**src/cbrf_pkg.sv**
```systemverilog
// Purpose: constants and types shared by the banked register file
// Assumes: 32-bit core, one clock domain
// Notes:   status word field positions and reset values live here
package cbrf_pkg;
	localparam int          CBRF_XLEN        = 32;
	localparam logic [31:0] CBRF_PC_RESET    = 32'h4000_0000;
	localparam logic [31:0] CBRF_PC_STEP     = 32'h0000_0001;
	localparam logic [31:0] CBRF_SW_RESET    = 32'h0000_0000;
	// Writable mask of the status word; reserved and trace bits stay zero
	localparam logic [31:0] CBRF_SW_WMASK    = 32'h001f_3f0f;
	localparam logic [31:0] CBRF_LOW_MASK    = 32'h0000_ffff;
	localparam logic [31:0] CBRF_HIGH_MASK   = 32'hffff_0000;
	localparam int          CBRF_FE_BIT      = 20;
	localparam int          CBRF_ML_BIT      = 19;
	localparam int          CBRF_BANK_BIT    = 18;
	localparam int          CBRF_NMI_DISABLE_BIT_BIT    = 17;
	localparam int          CBRF_USER_BIT    = 16;
	localparam int          CBRF_TRACE_BIT   = 15;
	localparam int          CBRF_IE_BIT      = 11;
	localparam logic [1:0]  CBRF_ALIGN_MASK  = 2'h3;

	// Register selector seen by the decoder
	typedef enum logic [3:0] {
		CBRF_SEL_ADDR  = 4'h0,   // address pointer, index 0..3
		CBRF_SEL_DATA  = 4'h1,   // data operation register, index 0..3
		CBRF_SEL_EXT   = 4'h2,   // extended general register, index 0..7
		CBRF_SEL_SP    = 4'h3,   // generic stack pointer
		CBRF_SEL_SSP   = 4'h4,   // supervisor stack pointer by name
		CBRF_SEL_USP   = 4'h5,   // user stack pointer by name
		CBRF_SEL_PC    = 4'h6,
		CBRF_SEL_SW32  = 4'h7,   // extended status word
		CBRF_SEL_SW16  = 4'h8    // legacy status view
	} cbrf_sel_t;

	// Instruction class of the access
	typedef enum logic [1:0] {
		CBRF_CLS_LEGACY_ARITH = 2'h0,
		CBRF_CLS_LEGACY_XFER  = 2'h1,
		CBRF_CLS_EXTENDED     = 2'h2,
		CBRF_CLS_PARALLEL     = 2'h3
	} cbrf_cls_t;

	typedef enum logic [1:0] {
		CBRF_LVL_SUPER,
		CBRF_LVL_USER,
		CBRF_LVL_MONITOR
	} cbrf_lvl_t;
endpackage

```
**src/cbrf_access_check.sv**
```systemverilog
// Purpose: classify one register access and flag privilege faults
// Assumes: decoder presents selector, class and op kind each cycle
// Notes:   pure combinational; instantiated once per port
`timescale 1ns/100ps
module cbrf_access_check
	import cbrf_pkg::*;
(
	input  wire logic       valid_in,
	input  wire logic       write_in,
	input  wire cbrf_sel_t  sel_in,
	input  wire cbrf_cls_t  cls_in,
	input  wire logic       addr_calc_in,
	input  wire cbrf_lvl_t  level_in,
	output logic            priv_fault_out,
	output logic            illegal_out
);
	logic legacy;

	always_comb begin
		legacy         = (cls_in == CBRF_CLS_LEGACY_ARITH) || (cls_in == CBRF_CLS_LEGACY_XFER);
		priv_fault_out = 1'b0;
		illegal_out    = 1'b0;
		if (valid_in) begin
			case (sel_in)
				CBRF_SEL_SSP, CBRF_SEL_USP: begin
					if (level_in == CBRF_LVL_USER) begin
						priv_fault_out = 1'b1;
					end else if (level_in == CBRF_LVL_SUPER && sel_in == CBRF_SEL_SSP) begin
						priv_fault_out = 1'b1;
					end
				end
				CBRF_SEL_SW32: begin
					if (level_in == CBRF_LVL_USER) begin
						priv_fault_out = 1'b1;
					end
				end
				CBRF_SEL_EXT: begin
					illegal_out = legacy;
				end
				CBRF_SEL_ADDR: begin
					if (cls_in == CBRF_CLS_LEGACY_ARITH && !addr_calc_in) begin
						illegal_out = 1'b1;
					end
				end
				CBRF_SEL_PC: begin
					illegal_out = write_in;
				end
				default: begin
					illegal_out = 1'b0;
				end
			endcase
		end
	end
endmodule

```
**src/cbrf_regfile.sv**
```systemverilog
// Purpose: banked architectural register file with status word and PC
// Assumes: single core clock, synchronous active-high reset, clock enable
// Notes:   one read port and one write port per cycle; write-port faults suppress that write
//          general registers live in the state struct but are left out of reset
//
// Operation
// - Address and data registers exist twice; bank bit picks bank 0 or 1.
// - Only the selected bank is reachable; no access spans both banks.
// - Legacy transfers through an address pointer always store full words.
// - Legacy arithmetic uses address registers only for add, subtract, compare.
// - Data registers hold full 32-bit values; narrowing handled by extends.
// - Eight extended registers serve extended and parallel ops, not legacy.
// - General and stack registers have no defined reset value.
// - Generic SP aliases supervisor pointer at supervisor, user pointer at user.
// - Naming explicit stack pointers at user level raises privilege exception.
// - Monitor may name both pointers, supervisor only user pointer.
// - Interrupt entry pushes via supervisor pointer; misalignment means double fault.
// - PC resets to 0x40000000, read-only, holds current instruction address.
// - Status word via moves; legacy view reads upper zero, ignores upper writes.
// - Upper status half accessed at user level raises privilege exception.
// - Status bits 31 to 21 read zero; software writes zero.
// - Floating-point instruction with FPU enable clear raises FPU disable exception.
// - Control bits at 20..16 each reset to zero.
// - Accepted interrupt clears bank bit after the status word is saved.
// - User-level select zero means supervisor, one means user.
`timescale 1ns/100ps
module cbrf_regfile
	import cbrf_pkg::*;
#(
	parameter int XLEN    = CBRF_XLEN,
	parameter int NBANKED = 4,
	parameter int NEXT    = 8
)
(
	input  wire logic             ref_clk_in,
	input  wire logic             sys_rst_in,
	input  wire logic             clk_en_in,
	// Read port
	input  wire logic             rd_valid_in,
	input  wire cbrf_sel_t        rd_sel_in,
	input  wire logic [2:0]       rd_idx_in,
	input  wire cbrf_cls_t        rd_cls_in,
	input  wire logic             rd_addr_calc_in,
	output logic [XLEN-1:0]       rd_data_out,
	// Write port
	input  wire logic             wr_valid_in,
	input  wire cbrf_sel_t        wr_sel_in,
	input  wire logic [2:0]       wr_idx_in,
	input  wire cbrf_cls_t        wr_cls_in,
	input  wire logic             wr_addr_calc_in,
	input  wire logic [XLEN-1:0]  wr_data_in,
	// Pipeline control
	input  wire logic             pc_load_in,
	input  wire logic [XLEN-1:0]  pc_value_in,
	input  wire logic             fp_instr_in,
	input  wire logic             irq_accept_in,
	input  wire logic             flags_we_in,
	input  wire logic [3:0]       flags_in,
	input  wire logic             store_via_addr_in,
	// Status outputs
	output logic [XLEN-1:0]       pc_out,
	output logic [XLEN-1:0]       status_word_out,
	output logic [XLEN-1:0]       saved_status_out,
	output logic [XLEN-1:0]       stack_ptr_out,
	output logic                  bank_select_bit_out,
	output logic                  user_level_out,
	output logic                  priv_fault_out,
	output logic                  illegal_access_out,
	output logic                  fpu_disable_fault_out,
	output logic                  ssp_misaligned_out,
	output logic                  store_full_word_out
);
	// ==========================================================
	// State
	// ==========================================================
	typedef struct packed {
		logic [1:0][NBANKED-1:0][XLEN-1:0] addr_regs;
		logic [1:0][NBANKED-1:0][XLEN-1:0] data_regs;
		logic [NEXT-1:0][XLEN-1:0]         ext_regs;
		logic [XLEN-1:0]                   supervisor_stack_pointer;
		logic [XLEN-1:0]                   user_stack_pointer;
		logic [XLEN-1:0]                   pc;
		logic [XLEN-1:0]                   sw;
		logic [XLEN-1:0]                   saved_sw;
		logic [XLEN-1:0]                   rd_data;
		logic                              priv_fault;
		logic                              illegal;
		logic                              fpu_fault;
	} cbrf_state_t;

	cbrf_state_t st;
	cbrf_state_t next_st;

	// Stack pointers as seen by the SP alias and the outputs
	logic [XLEN-1:0] ssp_reg;
	logic [XLEN-1:0] usp_reg;

	assign ssp_reg = st.supervisor_stack_pointer;
	assign usp_reg = st.user_stack_pointer;

	// ==========================================================
	// Level decode
	// ==========================================================
	cbrf_lvl_t level;
	logic      bank;
	logic      rd_pfault;
	logic      rd_illegal;
	logic      wr_pfault;
	logic      wr_illegal;
	logic      wr_ok;

	always_comb begin
		if (st.sw[CBRF_ML_BIT]) begin
			level = CBRF_LVL_MONITOR;
		end else if (st.sw[CBRF_USER_BIT]) begin
			level = CBRF_LVL_USER;
		end else begin
			level = CBRF_LVL_SUPER;
		end
	end

	// Bank taken from the registered word: a write changes later accesses only
	assign bank = st.sw[CBRF_BANK_BIT];

	cbrf_access_check u_rd_check (
		.valid_in       (rd_valid_in),
		.write_in       (1'b0),
		.sel_in         (rd_sel_in),
		.cls_in         (rd_cls_in),
		.addr_calc_in   (rd_addr_calc_in),
		.level_in       (level),
		.priv_fault_out (rd_pfault),
		.illegal_out    (rd_illegal)
	);

	cbrf_access_check u_wr_check (
		.valid_in       (wr_valid_in),
		.write_in       (1'b1),
		.sel_in         (wr_sel_in),
		.cls_in         (wr_cls_in),
		.addr_calc_in   (wr_addr_calc_in),
		.level_in       (level),
		.priv_fault_out (wr_pfault),
		.illegal_out    (wr_illegal)
	);

	assign wr_ok = clk_en_in && wr_valid_in && !wr_pfault && !wr_illegal && !irq_accept_in;

	// ==========================================================
	// Fault decode
	// ==========================================================
	logic any_pfault;
	logic any_illegal;
	logic fp_blocked;

	// Faults are registered so the pipeline sees them beside the read data
	assign any_pfault  = rd_pfault || wr_pfault;
	assign any_illegal = rd_illegal || wr_illegal;
	assign fp_blocked  = fp_instr_in && !st.sw[CBRF_FE_BIT];

	// ==========================================================
	// Write decode
	// ==========================================================
	logic wr_addr_en;
	logic wr_data_en;
	logic wr_ext_en;
	logic wr_ssp_en;
	logic wr_usp_en;
	logic wr_sw32_en;
	logic wr_sw16_en;

	// One enable per target; SP resolves to the pointer of the current level
	always_comb begin
		wr_addr_en = 1'b0;
		wr_data_en = 1'b0;
		wr_ext_en  = 1'b0;
		wr_ssp_en  = 1'b0;
		wr_usp_en  = 1'b0;
		wr_sw32_en = 1'b0;
		wr_sw16_en = 1'b0;
		if (wr_ok) begin
			case (wr_sel_in)
				CBRF_SEL_ADDR: wr_addr_en = 1'b1;
				CBRF_SEL_DATA: wr_data_en = 1'b1;
				CBRF_SEL_EXT:  wr_ext_en  = 1'b1;
				CBRF_SEL_SP: begin
					if (level == CBRF_LVL_USER) begin
						wr_usp_en = 1'b1;
					end else begin
						wr_ssp_en = 1'b1;
					end
				end
				CBRF_SEL_SSP:  wr_ssp_en  = 1'b1;
				CBRF_SEL_USP:  wr_usp_en  = 1'b1;
				CBRF_SEL_SW32: wr_sw32_en = 1'b1;
				CBRF_SEL_SW16: wr_sw16_en = 1'b1;
				default: begin
				end
			endcase
		end
	end

	// ==========================================================
	// Read mux
	// ==========================================================
	function automatic logic [XLEN-1:0] read_reg(input cbrf_sel_t sel, input logic [2:0] idx);
		logic [1:0] bidx;
		bidx = idx[1:0];
		case (sel)
			CBRF_SEL_ADDR: read_reg = st.addr_regs[bank][bidx];
			CBRF_SEL_DATA: read_reg = st.data_regs[bank][bidx];
			CBRF_SEL_EXT:  read_reg = st.ext_regs[idx];
			CBRF_SEL_SP:   read_reg = (level == CBRF_LVL_USER) ? usp_reg : ssp_reg;
			CBRF_SEL_SSP:  read_reg = ssp_reg;
			CBRF_SEL_USP:  read_reg = usp_reg;
			CBRF_SEL_PC:   read_reg = st.pc;
			CBRF_SEL_SW32: read_reg = st.sw;
			CBRF_SEL_SW16: read_reg = st.sw & CBRF_LOW_MASK;
			default:       read_reg = '0;
		endcase
	endfunction

	// ==========================================================
	// Next-state logic
	// ==========================================================
	always_comb begin
		next_st = st;
		if (clk_en_in) begin
			next_st.priv_fault = any_pfault;
			next_st.illegal    = any_illegal;
			next_st.fpu_fault  = fp_blocked;
			if (rd_valid_in && !rd_pfault && !rd_illegal) begin
				next_st.rd_data = read_reg(rd_sel_in, rd_idx_in);
			end else begin
				next_st.rd_data = '0;
			end
			if (pc_load_in) begin
				next_st.pc = pc_value_in;
			end
			if (flags_we_in) begin
				next_st.sw[3:0] = flags_in;
			end
			if (wr_sw32_en) begin
				next_st.sw = wr_data_in & CBRF_SW_WMASK;
			end else if (wr_sw16_en) begin
				// Upper half kept: legacy view cannot change control bits
				next_st.sw = (st.sw & CBRF_HIGH_MASK) | (wr_data_in & CBRF_SW_WMASK & CBRF_LOW_MASK);
			end
			if (wr_addr_en) begin
				next_st.addr_regs[bank][wr_idx_in[1:0]] = wr_data_in;
			end
			if (wr_data_en) begin
				next_st.data_regs[bank][wr_idx_in[1:0]] = wr_data_in;
			end
			if (wr_ext_en) begin
				next_st.ext_regs[wr_idx_in] = wr_data_in;
			end
			if (wr_ssp_en) begin
				next_st.supervisor_stack_pointer = wr_data_in;
			end
			if (wr_usp_en) begin
				next_st.user_stack_pointer = wr_data_in;
			end
			if (irq_accept_in) begin
				// Old word saved first, then bank and level forced
				next_st.saved_sw                 = st.sw;
				next_st.sw[CBRF_BANK_BIT]        = 1'b0;
				next_st.sw[CBRF_USER_BIT]        = 1'b0;
				next_st.sw[CBRF_IE_BIT]          = 1'b0;
			end
		end
	end

	// ==========================================================
	// Registers
	// ==========================================================
	always_ff @(posedge ref_clk_in) begin
		if (sys_rst_in) begin
			// General registers and stack pointers keep whatever they hold
			st.pc         <= CBRF_PC_RESET;
			st.sw         <= CBRF_SW_RESET;
			st.saved_sw   <= '0;
			st.rd_data    <= '0;
			st.priv_fault <= 1'b0;
			st.illegal    <= 1'b0;
			st.fpu_fault  <= 1'b0;
		end else begin
			st <= next_st;
		end
	end

	// ==========================================================
	// Outputs
	// ==========================================================
	assign rd_data_out           = st.rd_data;
	assign pc_out                = st.pc;
	assign status_word_out       = st.sw;
	assign saved_status_out      = st.saved_sw;
	assign stack_ptr_out         = (level == CBRF_LVL_USER) ? usp_reg : ssp_reg;
	assign bank_select_bit_out   = st.sw[CBRF_BANK_BIT];
	assign user_level_out        = (level == CBRF_LVL_USER);
	assign priv_fault_out        = st.priv_fault;
	assign illegal_access_out    = st.illegal;
	assign fpu_disable_fault_out = st.fpu_fault;
	assign ssp_misaligned_out    = |(ssp_reg[1:0] & CBRF_ALIGN_MASK);
	assign store_full_word_out   = store_via_addr_in;
endmodule

```
**config.mk**
```make
export PLATFORM = sky130hd
export DESIGN_NAME = cbrf_regfile
export DESIGN_NICKNAME = d
export VERILOG_FILES = /design/src/cbrf_pkg.sv /design/src/cbrf_access_check.sv /design/src/cbrf_regfile.sv
export SDC_FILE = /design/constraint.sdc
export NUM_CORES = 1
export LEC_CHECK = 0
export ABC_AREA = 1
export BUFFER_PORTS_ARGS = -buffer_cell sky130_fd_sc_hd__buf_2
export CAP_MARGIN = 20
export CORE_AREA = 10 10 290 432
export DETAILED_ROUTE_END_ITERATION = 8
export DIE_AREA = 0 0 300 442
export GPL_TIMING_DRIVEN = 0
export PLACE_DENSITY = 0.58
export SETUP_SLACK_MARGIN = 0.5
export SYNTH_ARGS = -nofsm -noshare
export SYNTH_HDL_FRONTEND = slang
export SYNTH_SLANG_ARGS = --single-unit
```
**constraint.sdc**
```tcl
create_clock -name ref_clk_in -period 4.9 [get_ports ref_clk_in]
set_input_delay 0.49 -clock ref_clk_in [delete_from_list [all_inputs] [get_ports ref_clk_in]]
set_output_delay 0.49 -clock ref_clk_in [all_outputs]
set_load 0.02 [all_outputs]
```
==> run_results.csv <==
group,metric,value,unit
synth,yosysTopAreaCell,"edfxtp_1",
power,power.share.clock,40.2,%
timing,maxSlewViolCount,0,
power,intPower,12.43,mW
clock_network,cts_buffers,82,
synth,synth_top_area_share,61.15,%
power,p_leak,20.09,nW
global_route,first_global_vias,29170,
clock_network,cts.htree.levels,3,
clock_network,cts.sinks,929,
global_route,grt_max_degree,28,
global_route,antenna_found_initial,15,
synth,yosys_most_used_dff,"edfxtp_1",
synth,synth_compound_area_share,2.591,%
detailed_routing,routed_via_density,4.872,
clock_network,clk_pin_slew,0.06,ns
timing,fin_skew,0.02522,ns
clock_network,cts_tree,"built",
synth,synthSimpleGateAreaFrac,21.75,%
floorplanning,dieWidth,300,um
detailed_routing,wl_met2,70460,um
detailed_routing,wl_per_cell,22.26,um
worst_setup_path,cp_data_required_time,5.29,ns
power,vdd_drop_max,0.0002674,V
place,port_buffers,225,
worst_setup_path,reg2reg_slack,1.15,ns
global_route,grt_pass1_wl,197300,um
clock_network,cts_setup_buffers,0,
floorplanning,dieArea,132600,um^2
worst_setup_path,path_class,"register to register",
clock_network,cts_buffer_depth,3,
detailed_routing,postRouteAntennaNets,0,
worst_setup_path,worstPathMaxFanout,13,
timing,max_freq,0.2664,GHz
detailed_routing,dr.pass1.iters,9,
synth,ys_types,31,
synth,synth_common_cells,"nand2_1 (1195), edfxtp_1 (832), nand3_1 (581), inv_1 (554), nor2_1 (337)",
worst_setup_path,crit_arrival,4.14,ns
synth,synth_xor_area_share,0,%
finish,layout-drive-gt1-share,14.31,%
worst_hold_path,hold_class,"input port to register",
power,switchingPower,3.763,mW
finish,regMostFlops,"st",
timing,min_period,3.754,ns
timing,setup_slack,1.146,ns
synth,syn_area_per_cell,9.770,um^2
synth,synthTopCellsByArea,"edfxtp_1 (61%), nand2_1 (11%), nand3_1 (7.1%)",
finish,fin_nets,4670,
finish,largest_reg_flops,768,
timing,tightest_slew,1.125,ns
place,dp_worst_setup_slack,0.9654,ns
worst_setup_path,endpoint_kind,"register",
detailed_routing,drcViolationCount,0,
timing,timing.slew.headroom,25.00,%
place,place.gp.congestion,0.9276,
floorplanning,ios,265,
timing,rsz0062_at_grt,"false",
power,power,16.19,mW
synth,synthesis.area,40860,um^2
power,p_sw_share,23.24,%
clock_network,clkLatencyLatePin,0.70,ns
finish,fin_area,47720,um^2
power,seqPwrFrac,53.6,%
place,postPlaceCellArea,45050,um^2
synth,synth_adder_area_share,0,%
synth,async_reset_ff_share,0,%
finish,synthToLayoutAreaGrowth,16.81,%
detailed_routing,met3_length,10520,um
place,hpwl,101200,um
power,p_per_area,339.2,nW/um^2
detailed_routing,wirelength_met1,47770,um
synth,yosysSeqAreaShare,65.90,%
synth,synth_mux_area_share,0,%
synth,postSynthCellCount,4182,
timing,setup_viol,0,
job,max_cap_viol_count,0,
detailed_routing,top_layer,"met5",
floorplanning,initial_utilization,34.88,%
run_status,outcome,"finished clean",
clock_network,cts_root_buf,"clkbuf_16",
synth,yosysMostFrequentCell,"nand2_1",
worst_setup_path,critPathLaunchType,"register",
synth,yosys_warnings,0,
detailed_routing,drt-total-wl,138200,um
timing,hold_viol,0,
synth,synth_enable_flop_cells,832,
detailed_routing,vias,30240,
floorplanning,die_height,442,um
synth,synth_top_family_by_area,"simple AND/OR/NAND/NOR gates",
synth,synth-seq-cells,929,
global_route,grt_overflow,0,
floorplanning,num_rows,154,
detailed_routing,dr.first_iter.drc_count,2443,
timing,min_period_over_period,76.60,%
floorplanning,coreArea,117200,um^2
power,combPwrFrac,6.2,%
global_route,grt_usage,20.23,%
[metrics by stage]
stage	utilization (%)	TNS [ns]	instances	hold slack [ns]
after global placement	37.61	-877.62	6000	0.4521
after global routing	40.73	0	6201	0.06633
after detailed placement	38.46	0	6047	0.4543
after CTS	40.72	0	6200	0.02748
final	40.74	0	6206	0.06106
after floorplan	-	0	4215	0.4448
[worst max-delay path, stage by stage (launching register included)]
cell and delay, ns:
dfxtp_1 0.40, inv_1 0.15, nand2_1 0.20, nand2_1 0.08, nand3_1 0.07, nand2_1 0.08
nor2_2 0.29, buf_4 0.28, nand2_2 0.14, nor2_4 0.12, nand2_1 0.49, nor2_4 0.72
buf_16 0.25, buf_16 0.17
[area by class of cell]
class | instances | area (um^2)
diodes | 6 | 15.01
plain buffers | 334 | 1876
clock buffers | 104 | 2226
clock inverters | 48 | 421.7
fillers | 11400 | 69430
inverters | 562 | 2110
multi-input cells | 2390 | 10250
flip-flops and latches | 929 | 26930
well taps | 1560 | 1952
repair buffers | 273 | 1946
[kinds of logic (layout without fill, tap and decap cells)]
group,after synthesis,in the layout
simple gates,2148,2148
flops,929,929
buf+inv,896,1321
compound gates,208,208
other cells,1,40
[worst paths after layout]
| kind | startpoint | end | cells past startpoint |
|---|---|---|---|
| setup reg to reg | status_word_out[19] | st[962] | 13 |
| hold / removal | pc_value_in[13] | pc_out[13] | 3 |
| hold reg to reg | fpu_disable_fault_out | fpu_disable_fault_out | 2 |
| setup / recovery | status_word_out[19] | st[962] | 13 |
[what timing repair did]
| action | CTS | global route |
|---|---|---|
| hold buffers | 1 | 0 |
| resized for setup | 0 | 0 |
| endpoints found under the hold margin | 1 | 0 |
[power by group through the flow]
stage	clock network [mW]	registers (mW)	logic (mW)
final	6.50	8.68	1.01
after global routing	6.86	8.68	1.08
after CTS	6.58	8.68	1.01
after detailed placement	0	8.85	1.00
after global placement	0	8.85	0.984
after floorplan	0	8.84	0.514
[placed cells by master (no fill, tap or decap), types with 24 or more instances in the layout]
master and n:
buf_4 140, nand3_1 581, inv_1 558, buf_1 29, dfxtp_1 97, edfxtp_1 832, a21oi_1 64, buf_2 302
clkbuf_16 83, o21ai_0 119, nand2_1 1195, nor2_1 321, clkbuf_1 103, buf_6 24, conb_1 34
[routing by layer]
layer	vias to the layer above	GRT usage, %
met1	14370	21.19
met2	1312	36.46
met5	-	0
met3	347	3.985
met4	20	12.89
li1	14190	-
Power figures use the tool's default switching activity.
